**src/css_defs.vh**
```
// register map, field layout and reset values of the command source selector
`ifndef CSS_DEFS_VH
`define CSS_DEFS_VH
`define CSS_OFF_SRCSEL      12'h000
`define CSS_OFF_CTRLSITE    12'h004
`define CSS_OFF_WARN        12'h008
`define CSS_OFF_STORE       12'h00C
`define CSS_OFF_IRQSTAT     12'h010
`define CSS_OFF_IRQEN       12'h014
`define CSS_OFF_IRQCLR      12'h018
`define CSS_SEL_TERM        2'h0
`define CSS_SEL_BUS         2'h1
`define CSS_SEL_AND         2'h2
`define CSS_SEL_OR          2'h3
`define CSS_SRCSEL_RST      10'h3CF
`define CSS_CTRLSITE_RST    2'h0
`define CSS_SITE_TERM_WORD  2'h0
`define CSS_WARN_RST        16'h0000
`define CSS_WARN_RSVD_MASK  16'hFE1F
`define CSS_STORE_IDLE      2'h0
`define CSS_STORE_ALL       2'h2
`define CSS_IRQ_WARN_BIT    0
`define CSS_IRQ_STORE_BIT   1
`endif

```
**src/css_command_source_selector.v**
```verilog
// command source selector with option warning word and store trigger
`timescale 1ns/1ns
`include "css_defs.vh"

module css_command_source_selector (
	// clock and reset
	input  wire        mclk,
	input  wire        srst,
	// apb slave
	input  wire        psel,
	input  wire        penable,
	input  wire        pwrite,
	input  wire [11:0] paddr,
	input  wire [31:0] pwdata,
	output wire        pready,
	output reg  [31:0] prdata,
	output wire        pslverr,
	// requests: bit 0 brake, 1 start, 2 reverse, 3 set-up, 4 preset
	input  wire [4:0]  busReq,
	input  wire [4:0]  termReq,
	// combined function requests, all zero when selectors are inactive, and selector-active flag
	output reg  [4:0]  funcReq,
	output reg         selActive,
	// warning event sources
	input  wire [15:0] warnEvent,
	// nonvolatile store handshake
	output reg         storeBusy,
	input  wire        storeDone,
	// interrupt
	output wire        irq
);

	reg  [9:0]  srcSel_q;
	reg  [1:0]  ctrlSite_q;
	reg  [15:0] warn_q;
	reg  [1:0]  store_q;
	reg  [1:0]  irqStat_q;
	reg  [1:0]  irqEn_q;
	reg  [4:0]  busReq_q;
	reg  [4:0]  termReq_q;
	wire [4:0]  comb;
	reg  [15:0] warnPrev_q;
	wire        wrEn;
	wire        rdEn;
	wire        mapped;
	wire        storeStart;
	wire        storeFin;
	wire [15:0] warnRise;
	wire [1:0]  irqSet;

	// combine one bus and one terminal request by selector code
	function combine;
		input [1:0] sel;
		input       b;
		input       t;
		begin
			case (sel)
				`CSS_SEL_TERM: combine = t;
				`CSS_SEL_BUS:  combine = b;
				`CSS_SEL_AND:  combine = b & t;
				`CSS_SEL_OR:   combine = b | t;
				default:       combine = 1'b0;
			endcase
		end
	endfunction

	function isMapped;
		input [11:0] a;
		begin
			case (a)
				`CSS_OFF_SRCSEL, `CSS_OFF_CTRLSITE, `CSS_OFF_WARN,
				`CSS_OFF_STORE, `CSS_OFF_IRQSTAT, `CSS_OFF_IRQEN,
				`CSS_OFF_IRQCLR: isMapped = 1'b1;
				default:         isMapped = 1'b0;
			endcase
		end
	endfunction

	assign pready  = 1'b1;
	assign mapped  = isMapped(paddr);
	assign pslverr = psel & penable & ~mapped;
	assign wrEn    = psel & penable & pwrite & mapped;
	assign rdEn    = psel & ~penable & ~pwrite;

	// request capture in the local clock domain
	always @(posedge mclk) begin
		if (srst) begin
			busReq_q  <= 5'h00;
			termReq_q <= 5'h00;
		end else begin
			busReq_q  <= busReq;
			termReq_q <= termReq;
		end
	end

	genvar gi;
	generate
		for (gi = 0; gi < 5; gi = gi + 1) begin : gSel
			assign comb[gi] = combine(srcSel_q[2*gi+1:2*gi], busReq_q[gi],
				termReq_q[gi]);
		end
	endgenerate

	// outputs registered; inactive selectors pass nothing
	always @(posedge mclk) begin
		if (srst) begin
			funcReq   <= 5'h00;
			selActive <= 1'b0;
		end else begin
			selActive <= (ctrlSite_q == `CSS_SITE_TERM_WORD);
			if (ctrlSite_q == `CSS_SITE_TERM_WORD)
				funcReq <= comb;
			else
				funcReq <= 5'h00;
		end
	end

	// selector, control-site and interrupt-enable registers
	always @(posedge mclk) begin
		if (srst) begin
			srcSel_q   <= `CSS_SRCSEL_RST;
			ctrlSite_q <= `CSS_CTRLSITE_RST;
			irqEn_q    <= 2'h0;
		end else if (wrEn) begin
			if (paddr == `CSS_OFF_SRCSEL)
				srcSel_q <= pwdata[9:0];
			if (paddr == `CSS_OFF_CTRLSITE)
				ctrlSite_q <= pwdata[1:0];
			if (paddr == `CSS_OFF_IRQEN)
				irqEn_q <= pwdata[1:0];
		end
	end

	// warning word: follows the event inputs each cycle, reserved bits held at zero
	always @(posedge mclk) begin
		if (srst) begin
			warn_q     <= `CSS_WARN_RST;
			warnPrev_q <= 16'h0000;
		end else begin
			warnPrev_q <= warnEvent & `CSS_WARN_RSVD_MASK;
			warn_q     <= warnEvent & `CSS_WARN_RSVD_MASK;
		end
	end
	assign warnRise = warnEvent & `CSS_WARN_RSVD_MASK & ~warnPrev_q;

	// store control, self-clearing on completion
	assign storeStart = wrEn & (paddr == `CSS_OFF_STORE) &
		(pwdata[1:0] == `CSS_STORE_ALL) & (store_q == `CSS_STORE_IDLE);
	assign storeFin   = storeBusy & storeDone;
	always @(posedge mclk) begin
		if (srst) begin
			store_q   <= `CSS_STORE_IDLE;
			storeBusy <= 1'b0;
		end else if (storeStart) begin
			store_q   <= `CSS_STORE_ALL;
			storeBusy <= 1'b1;
		end else if (storeFin) begin
			store_q   <= `CSS_STORE_IDLE;
			storeBusy <= 1'b0;
		end
	end

	// interrupt status: set wins over clear
	assign irqSet = {storeFin, |warnRise};
	always @(posedge mclk) begin
		if (srst)
			irqStat_q <= 2'h0;
		else if (wrEn && paddr == `CSS_OFF_IRQCLR)
			irqStat_q <= (irqStat_q & ~pwdata[1:0]) | irqSet;
		else
			irqStat_q <= irqStat_q | irqSet;
	end
	assign irq = |(irqStat_q & irqEn_q);

	// read data captured in setup phase
	always @(posedge mclk) begin
		if (srst)
			prdata <= 32'h00000000;
		else if (rdEn) begin
			case (paddr)
				`CSS_OFF_SRCSEL:   prdata <= {22'h000000, srcSel_q};
				`CSS_OFF_CTRLSITE: prdata <= {30'h00000000, ctrlSite_q};
				`CSS_OFF_WARN:     prdata <= {16'h0000, warn_q};
				`CSS_OFF_STORE:    prdata <= {30'h00000000, store_q};
				`CSS_OFF_IRQSTAT:  prdata <= {30'h00000000, irqStat_q};
				`CSS_OFF_IRQEN:    prdata <= {30'h00000000, irqEn_q};
				default:           prdata <= 32'h00000000;
			endcase
		end
	end

endmodule // css_command_source_selector

```
**config.mk**
```make
export PLATFORM = sky130hd
export DESIGN_NAME = css_command_source_selector
export DESIGN_NICKNAME = d
export VERILOG_FILES = /design/src/css_command_source_selector.v
export VERILOG_INCLUDE_DIRS = /design/src
export SDC_FILE = /design/constraint.sdc
export NUM_CORES = 1
export LEC_CHECK = 0
export BUFFER_PORTS_ARGS = -buffer_cell sky130_fd_sc_hd__buf_2
export CAP_MARGIN = 20
export CORE_MARGIN = 2
export CORE_UTILIZATION = 51
export DETAILED_ROUTE_END_ITERATION = 16
export PLACE_DENSITY = 0.85
export SLEW_MARGIN = 20
export SYNTH_ARGS = -nofsm -noshare
export SYNTH_HDL_FRONTEND = slang
export SYNTH_SLANG_ARGS = --single-unit
```
**constraint.sdc**
```tcl
create_clock -name mclk -period 5 [get_ports mclk]
set_input_delay 0.5 -clock mclk [delete_from_list [all_inputs] [get_ports mclk]]
set_output_delay 0.5 -clock mclk [all_outputs]
set_load 0.005 [all_outputs]
```
Yosys cells after proc, flatten, opt, wreduce, memory -nomap -nowiden

Index checks and enable logic that the tools add are counted.

Memories: 0
Logic and storage cells: 95
Output and inout port bits: 42
Bits in latches: 0
Bits in registers: 82
Memory bits (read-only): 0
RAM bits: 0

Reductions and logical operators: 17
$mul: 0
Divide/modulo/power cells: 0
Mux-type cells: 12
$lt $le $gt $ge: 0
Add/sub/neg operators: 0
Bitwise logic cells: 31
Shifts and indexed selects: 0
Equal/unequal tests: 22

Operators with widths:

| cell                                           | count |
|---|---|
| one-hot mux 16 bit (6 select lines)            | 1 |
| == test 12 x 5 -> 1 bit, second input constant | 3 |
| == test 12 x 4 -> 1 bit, second input constant | 2 |
| == test 2 bit, second input constant           | 11 |
| one-hot mux 1 bit (4 select lines)             | 5 |
| AND 16 bit                                     | 1 |
| inverter 16 bit                                | 1 |
| OR reduction 16 bit                            | 1 |
| AND 1 bit                                      | 15 |
| zero test 2 bit                                | 7 |
| == test 12 x 3 -> 1 bit, second input constant | 1 |
| zero test 12 bit                               | 1 |
| == test 2 x 1 -> 1 bit, second input constant  | 5 |
| OR reduction 7 bit                             | 1 |
| 2-to-1 mux 2 bit                               | 3 |
| AND reduction 2 bit                            | 3 |
| bitwise OR 1 bit                               | 5 |
| AND 2 bit                                      | 2 |
| inverter 1 bit                                 | 4 |
| bitwise OR 2 bit                               | 2 |
| OR reduction 2 bit                             | 2 |
| 2-to-1 mux 1 bit                               | 3 |
| inverter 2 bit                                 | 1 |
| nonzero test 2 bit                             | 1 |
| logical AND 1 bit                              | 1 |

Depth between registers and ports, before layout

Gate-level depths: netlist of the first run.

Word-level depth: 8
Depth in mapped cells: 6
Depth with buffers taken out: 4

Worst setup path after synthesis of the first run

Ideal clock, no wire load.

Path kind: input to register
Start point: input port paddr[9]
End point: register srcSel_q[0]
Setup slack: 2.868 ns
Cell stages on the path: 6
Arrival: 2.007 ns
Path through: or4_4 buf_6 nor4_4 and2_1 buf_6 a21oi_2

Word-level cells in the longest chain between the ends: 5
Elaborated cells on any way between the ends: 11

Ends and longest elaborated chain:

| item                                                  | line                              | source |
|---|---|---|
| start, declared                                       | css_command_source_selector.v:13  | `input wire [11:0] paddr,` |
| == test 12 x 3 -> 1 bit, or another cell as far along | css_command_source_selector.v:70  | `case (a)` |
| OR reduction 7 bit                                    | css_command_source_selector.v:70  |  |
| 2-to-1 mux 1 bit                                      | css_command_source_selector.v:70  |  |
| AND 1 bit                                             | css_command_source_selector.v:82  | `assign wrEn = psel & penable & pwrite & mapped;` |
| AND reduction 2 bit (no source line) (*)              | -                                 |  |
| end signal, assigned                                  | css_command_source_selector.v:121 | `` srcSel_q <= `CSS_SRCSEL_RST; `` |
| end signal, assigned                                  | css_command_source_selector.v:126 | `srcSel_q <= pwdata[9:0];` |
| end, declared                                         | css_command_source_selector.v:33  | `reg [9:0] srcSel_q;` |

Mark *: on every way between the ends. The rest lies on a longest branch, timed or not.
A chain may end at the register's enable or synchronous reset.

Worst setup path in the final report of the first run

Start point: input port paddr[5]
End point: register srcSel_q[1]

The elaborated chain is that of the path after synthesis.

==> impl_results.md, run 1 <==
- Root Buffer: clkbuf_8
- Vias per cell: 5.32
- Die Height: 77.3 um
- Vias in the first global route: 2296
- DR iter-0 viols: 111
- Starting density of the core: 0.533
- Post-CTS Setup Repair Bufs: 0
- Final min period: 2.23 ns
- Largest net degree at the start of global routing: 64
- Post-Syn Instances: 312
- YS warnings: 0
- FFs w/ async S/R, synth: 0
- Share of the synthesized area in the top cell type: 0.446
- Final wirelength: 6.32 mm
- Worst Hold Path Cells: 2
- Total power: 0.00100 W
- Ys flop type: dfxtp_1
- PwrDens: 308 nW/um2
- Most frequent cells in the layout: 73 x buf_2, 61 x dfxtp_1, 28 x nand2_1
- Peak VDD IR: 289 uV
- Cell Area, Synth: 2740 um2
- Final Hold Vio Count: 0
- Worst Hold End: termReq_q[2]
- Final worst path period share: 0.445
- Post-Route Setup TNS: 0 ns
- Commonest non-fill, non-tap cell in the layout: buf_2
- Via Count: 2422
- GRT Total Usage: 0.220
- Setup-failing EPs final: 0
- Core area: 5140 um2
- CP required: 5.20 ns
- Syn-to-layout area delta: 18.9%
- Clock tree buffer depth: 2
- Ports: 118
- Die area: 5980 um2
- Internal reg-to-reg setup slack: 3.73 ns
- PortBufs: 74
- Crit path launch type: primary input
- Min-delay worst type: primary input to register
- Fmax: 449 MHz
- Worst R2R End: prdata[1]
- Detail Route Antenna Nets: 0
- Share of cells above drive strength 1: 0.296
- Status: complete, no violations
- Worst Path Arrival: 2.43 ns
- CTS tree: built
- # DRC: 0
- Largest cells by area after synthesis: dfxtp_1 45%, buf_4 4.7%, nand2_1 3.8%
- Unrepaired setup endpoints after global routing: no
- Clock slew at reported path FFs: 0.07 ns
- DR WL/cell: 13.9 um
- Critical path peak fanout: 19
- Normalized max-slew margin: 0.314
- Leak: 1.37 nW
- CP Capture Type: register
- RR Startpoint: storeBusy
- Synthesized area per cell: 8.78 um2
- Clock Skew: 0.0101 ns
- Worst R2R Path Depth: 4
- First-pass GRT wire length: 10.5 mm
- Max_cap viols: 0
- CTS buffer count: 9
- Seq cells post-synth: 61
- Setup Crit Path Kind: primary input to register
- Die width: 77.3 um
- TritonRoute pass-1 iters: 4
- Post_cts resized: 0
- HPWL after DPL: 4.47 mm
- Number of flops mapped to enable cells by yosys: 0
- Final Core Density: 0.634
- Post-synthesis cell type count: 51
- Antenna violations before repair: 0
- GRT overflow: 0
- HP Start: termReq[2]
- Layout Nets: 456
- Hold buffer count at cts: 0
- H-tree depth: 3
- Slew Viols, Final: 0
- Placement Rows: 26
- Sequential-to-total area share from yosys stat: 0.446
- Clock Latency Late Sink: 0.34 ns
- Routability Congestion: 0.887
- Clock sinks: 61
- Worst Tran Pin Value: 1.02 ns
- Largest area contributor in the netlist: dfxtp_1
- Ant diodes: 0
stage by stage:
| stage | area (um2) | setup WS [ns] | std cells | hold slack (ns) |
|---|---|---|---|---|
| 6_report | 3260 | 2.77 | 455 | 0.371 |
| 2_1_floorplan | 2800 | 2.87 | 327 | 0.442 |
| 5_1_grt | 3260 | 2.64 | 455 | 0.364 |
| 4_1_cts | 3250 | 2.77 | 455 | 0.354 |
| 3_3_place_gp | 3060 | 2.41 | 439 | 0.435 |
| 3_5_place_dp | 3060 | 2.41 | 439 | 0.447 |
worst max-delay path by stage:
| stage | slack (ns) | cells after the start | to | start |
|---|---|---|---|---|
| after global routing | 2.64 | 6 | srcSel_q[1] | paddr[5] |
| final | 2.77 | 6 | srcSel_q[1] | paddr[5] |
| after detailed placement | 2.41 | 6 | srcSel_q[5] | paddr[5] |
| after CTS | 2.77 | 6 | srcSel_q[1] | paddr[5] |
| after floorplan | 2.87 | 6 | srcSel_q[0] | paddr[9] |
| after global placement | 2.41 | 6 | srcSel_q[4] | paddr[5] |
flip-flops by register name (all words and copies together) (netlist names):
name,flops
prdata,16
warnPrev_q,12
srcSel_q,10
busReq_q,5
funcReq,5
termReq_q,5
ctrlSite_q,2
irqEn_q,2
irqStat_q,2
selActive,1
storeBusy,1
synthesized netlist by cell type, types with 4 or more instances:
| master | count |
|---|---|
| nor2_1 | 24 |
| inv_1 | 11 |
| dfxtp_1 | 61 |
| or4_1 | 4 |
| nand3_2 | 4 |
| nand3_1 | 11 |
| nor2b_1 | 15 |
| a211oi_1 | 10 |
| o21ai_1 | 5 |
| nand2_1 | 28 |
| nand2b_1 | 6 |
| clkbuf_1 | 13 |
| o21ai_0 | 9 |
| a21oi_2 | 12 |
| buf_4 | 17 |
| a22oi_1 | 5 |
| a21oi_1 | 17 |
| a21o_1 | 5 |
cell families after synthesis:
family          after synthesis  synth area share
mux                           2           0.00776
simple gates                121             0.249
other cells                   2           0.00274
flops                        61             0.446
compound gates               80             0.200
buf+inv                      46            0.0954
final cells by class:
| class | instances | area, um2 |
|---|---|---|
| Clock buffer | 12 | 145 |
| Clock inverter | 4 | 47.5 |
| Fill cell | 459 | 1880 |
| Inverter | 11 | 41.3 |
| Multi-Input combinational cell | 220 | 1320 |
| Sequential cell | 61 | 1220 |
| Tap cell | 70 | 87.6 |
| Timing Repair Buffer | 77 | 395 |
worst max-delay path, stage by stage:
cell and delay, ns:
buf_2 0.11, or4_1 0.68, nor4_4 0.25, buf_4 0.27, and2_1 0.51, a21oi_2 0.09
power by group:
part | switching, W | internal [W] | leakage, nW
logic | 0.0000454 | 0.0000336 | 0.777
clock network | 0.000177 | 0.000242 | 0.0964
registers | 0.00000632 | 0.000500 | 0.500
layer usage:
layer	track usage	vias to the layer above	wire length [um]
met2	0.354	94	3120
li1	-	1198	-
met5	0	-	0
met4	0.0929	0	73
met3	0.0776	9	514
met1	0.267	1121	2610
No activity file was read; power rests on OpenSTA's default activity.
==> run 2: changes to the inputs <==
--- a/config.mk
+++ b/config.mk
@@ -9,9 +9,9 @@
 export BUFFER_PORTS_ARGS = -buffer_cell sky130_fd_sc_hd__buf_2
 export CAP_MARGIN = 20
 export CORE_MARGIN = 2
-export CORE_UTILIZATION = 51
+export CORE_UTILIZATION = 47
 export DETAILED_ROUTE_END_ITERATION = 16
-export PLACE_DENSITY = 0.85
+export PLACE_DENSITY = 0.79
 export SLEW_MARGIN = 20
 export SYNTH_ARGS = -nofsm -noshare
 export SYNTH_HDL_FRONTEND = slang
==> constraint.sdc (replaced) <==
create_clock -name mclk -period 2.25 [get_ports mclk]
set_input_delay 0.225 -clock mclk [delete_from_list [all_inputs] [get_ports mclk]]
set_output_delay 0.225 -clock mclk [all_outputs]
set_load 0.005 [all_outputs]
==> run 2 against run 1 <==
  * Hold slack got worse by 0.28 ns
  * Final cell count rose by 1.8%
  * Register-to-register slack got worse by 2.8 ns
  * Sequential power rose by 120%
==> impl_results.md, run 2 (synthesized netlist as in run 1, its figures left out) <==
- Crit path launch: paddr[5]
- PortBufs: 74
- Placement Rows: 27
- First-pass GRT wire length: 10.5 mm
- Slew Viols, Final: 0
- Via Count: 2427
- DR iter-0 viols: 126
- Final wirelength: 6.37 mm
- Clock sinks: 61
- Final WS setup: 0.617 ns
- Setup Crit Path Kind: primary input to register
- DR WL/cell: 13.8 um
- Area taken by multi-input logic gates: 1320 um2
- GRT overflow: 0
- Internal reg-to-reg setup slack: 0.98 ns
- Worst R2R End: prdata[1]
- Critical path peak fanout: 16
- Worst Tran Pin Value: 0.612 ns
- Most frequent cells in the layout: 74 x buf_2, 61 x dfxtp_1, 28 x nand2_1
- PwrDens: 686 nW/um2
- GRT Total Usage: 0.212
- Final Hold Vio Count: 0
- Largest net degree at the start of global routing: 33
- RR Startpoint: storeBusy
- Max_cap viols: 0
- Crit path launch type: primary input
- Worst Path Arrival: 1.89 ns
- Clock Latency Late Sink: 0.34 ns
- Worst hold slack: 0.0934 ns
- Unrepaired setup endpoints after global routing: no
- Final worst path period share: 0.726
- # DRC: 0
- WL met1: 2.77 mm
- CP Capture Type: register
- Die Height: 80.4 um
- Clock tree buffer depth: 2
- CP required: 2.51 ns
- Clock slew at reported path FFs: 0.07 ns
- Post-CTS Setup Repair Bufs: 0
- Biggest register: prdata
- Hold buffer count at cts: 0
- Register area: 1220 um2
- Largest registers: prdata (16), warnPrev_q (12), srcSel_q (10)
- Post_cts resized: 0
- Worst Setup EP: prdata[3]
- Routed wl met2: 2.99 mm
- DR top layer: met4
- Ant diodes: 0
- Commonest non-fill, non-tap cell in the layout: buf_2
- Antenna violations before repair: 0
- Fillers: 523
- Vias in the first global route: 2310
- Min-delay worst type: primary input to register
- Normalized max-slew margin: 0.581
- Die area: 6460 um2
- Worst R2R Path Depth: 4
- Root Buffer: clkbuf_8
- Post-Route Setup TNS: 0 ns
- Core area: 5570 um2
- Metal3 WL: 485 um
- Layout Nets: 463
- Die width: 80.4 um
- Peak VDD IR: 475 uV
- Vias per cell: 5.24
- Post-route cell area: 3320 um2
- Ports: 118
- Final min period: 1.63 ns
- Placed Area: 3120 um2
- Max reg flops: 16
- Fmax: 612 MHz
- CTS buffer count: 9
- Pre-CTS WS: 0.284 ns
- Detail Route Antenna Nets: 0
- H-tree depth: 3
- Share of cells above drive strength 1: 0.312
- Clock Skew: 0.00506 ns
- Status: complete, no violations
- Leak: 1.41 nW
- CTS tree: built
- HPWL after DPL: 4.64 mm
- TritonRoute pass-1 iters: 4
- Routability Congestion: 0.876
- Setup-failing EPs final: 0
- Starting density of the core: 0.492
- Syn-to-layout area delta: 21.0%
## run 2: changes by cell type in the layout (fill, tap and decap cells not counted), sizes merged
| cell | change |
|---|---|
| buf | +7 |
| clkbuf | -1 |
## run 2: metrics by stage
step                      utilization  total power, W  instances
after global placement          0.559         0.00132        448
after floorplan                     -         0.00126        327
after detailed placement        0.559         0.00133        448
after global routing            0.595         0.00237        463
after CTS                       0.595         0.00229        463
final                           0.595         0.00228        463
## run 2: area by class of cell
type / count / area share
clock inverter: 4 / 0.0143
sequential: 61 / 0.368
inverter: 11 / 0.0125
clock buffer: 11 / 0.0457
tap: 72 / 0.0272
timing repair buffer: 84 / 0.134
multi-input combinational: 220 / 0.398
## run 2: power by group
| group | leakage, nW | internal, W | total, W | switching, W |
|---|---|---|---|---|
| sequential | 0.500 | 0.00111 | 0.00112 | 0.0000140 |
| combinational | 0.811 | 0.0000796 | 0.000181 | 0.000101 |
| clock | 0.101 | 0.000561 | 0.000972 | 0.000410 |
## run 2: worst min-delay path by stage
stage / start / to / slack, ns / depth (start not counted)
2_1_floorplan: busReq[0] / busReq_q[0] / 0.35 / 1
3_3_place_gp: prdata[0] / prdata[0] / 0.43 / 2
3_5_place_dp: prdata[0] / prdata[0] / 0.44 / 2
4_1_cts: busReq[2] / busReq_q[2] / 0.08 / 2
5_1_grt: busReq[4] / busReq_q[4] / 0.10 / 2
6_report: termReq[4] / termReq_q[4] / 0.09 / 2
## run 2: worst max-delay path, stage by stage
cell and delay [ns]:
buf_2 0.11, or4_1 0.69, nor4_4 0.33, buf_4 0.28, a22oi_1 0.12, o21ai_1 0.13
## run 2: layer usage
metal	up-vias	GRT usage
met5	-	0
met4	0	0.0881
met3	12	0.0640
met2	88	0.328
met1	1119	0.273
li1	1208	-
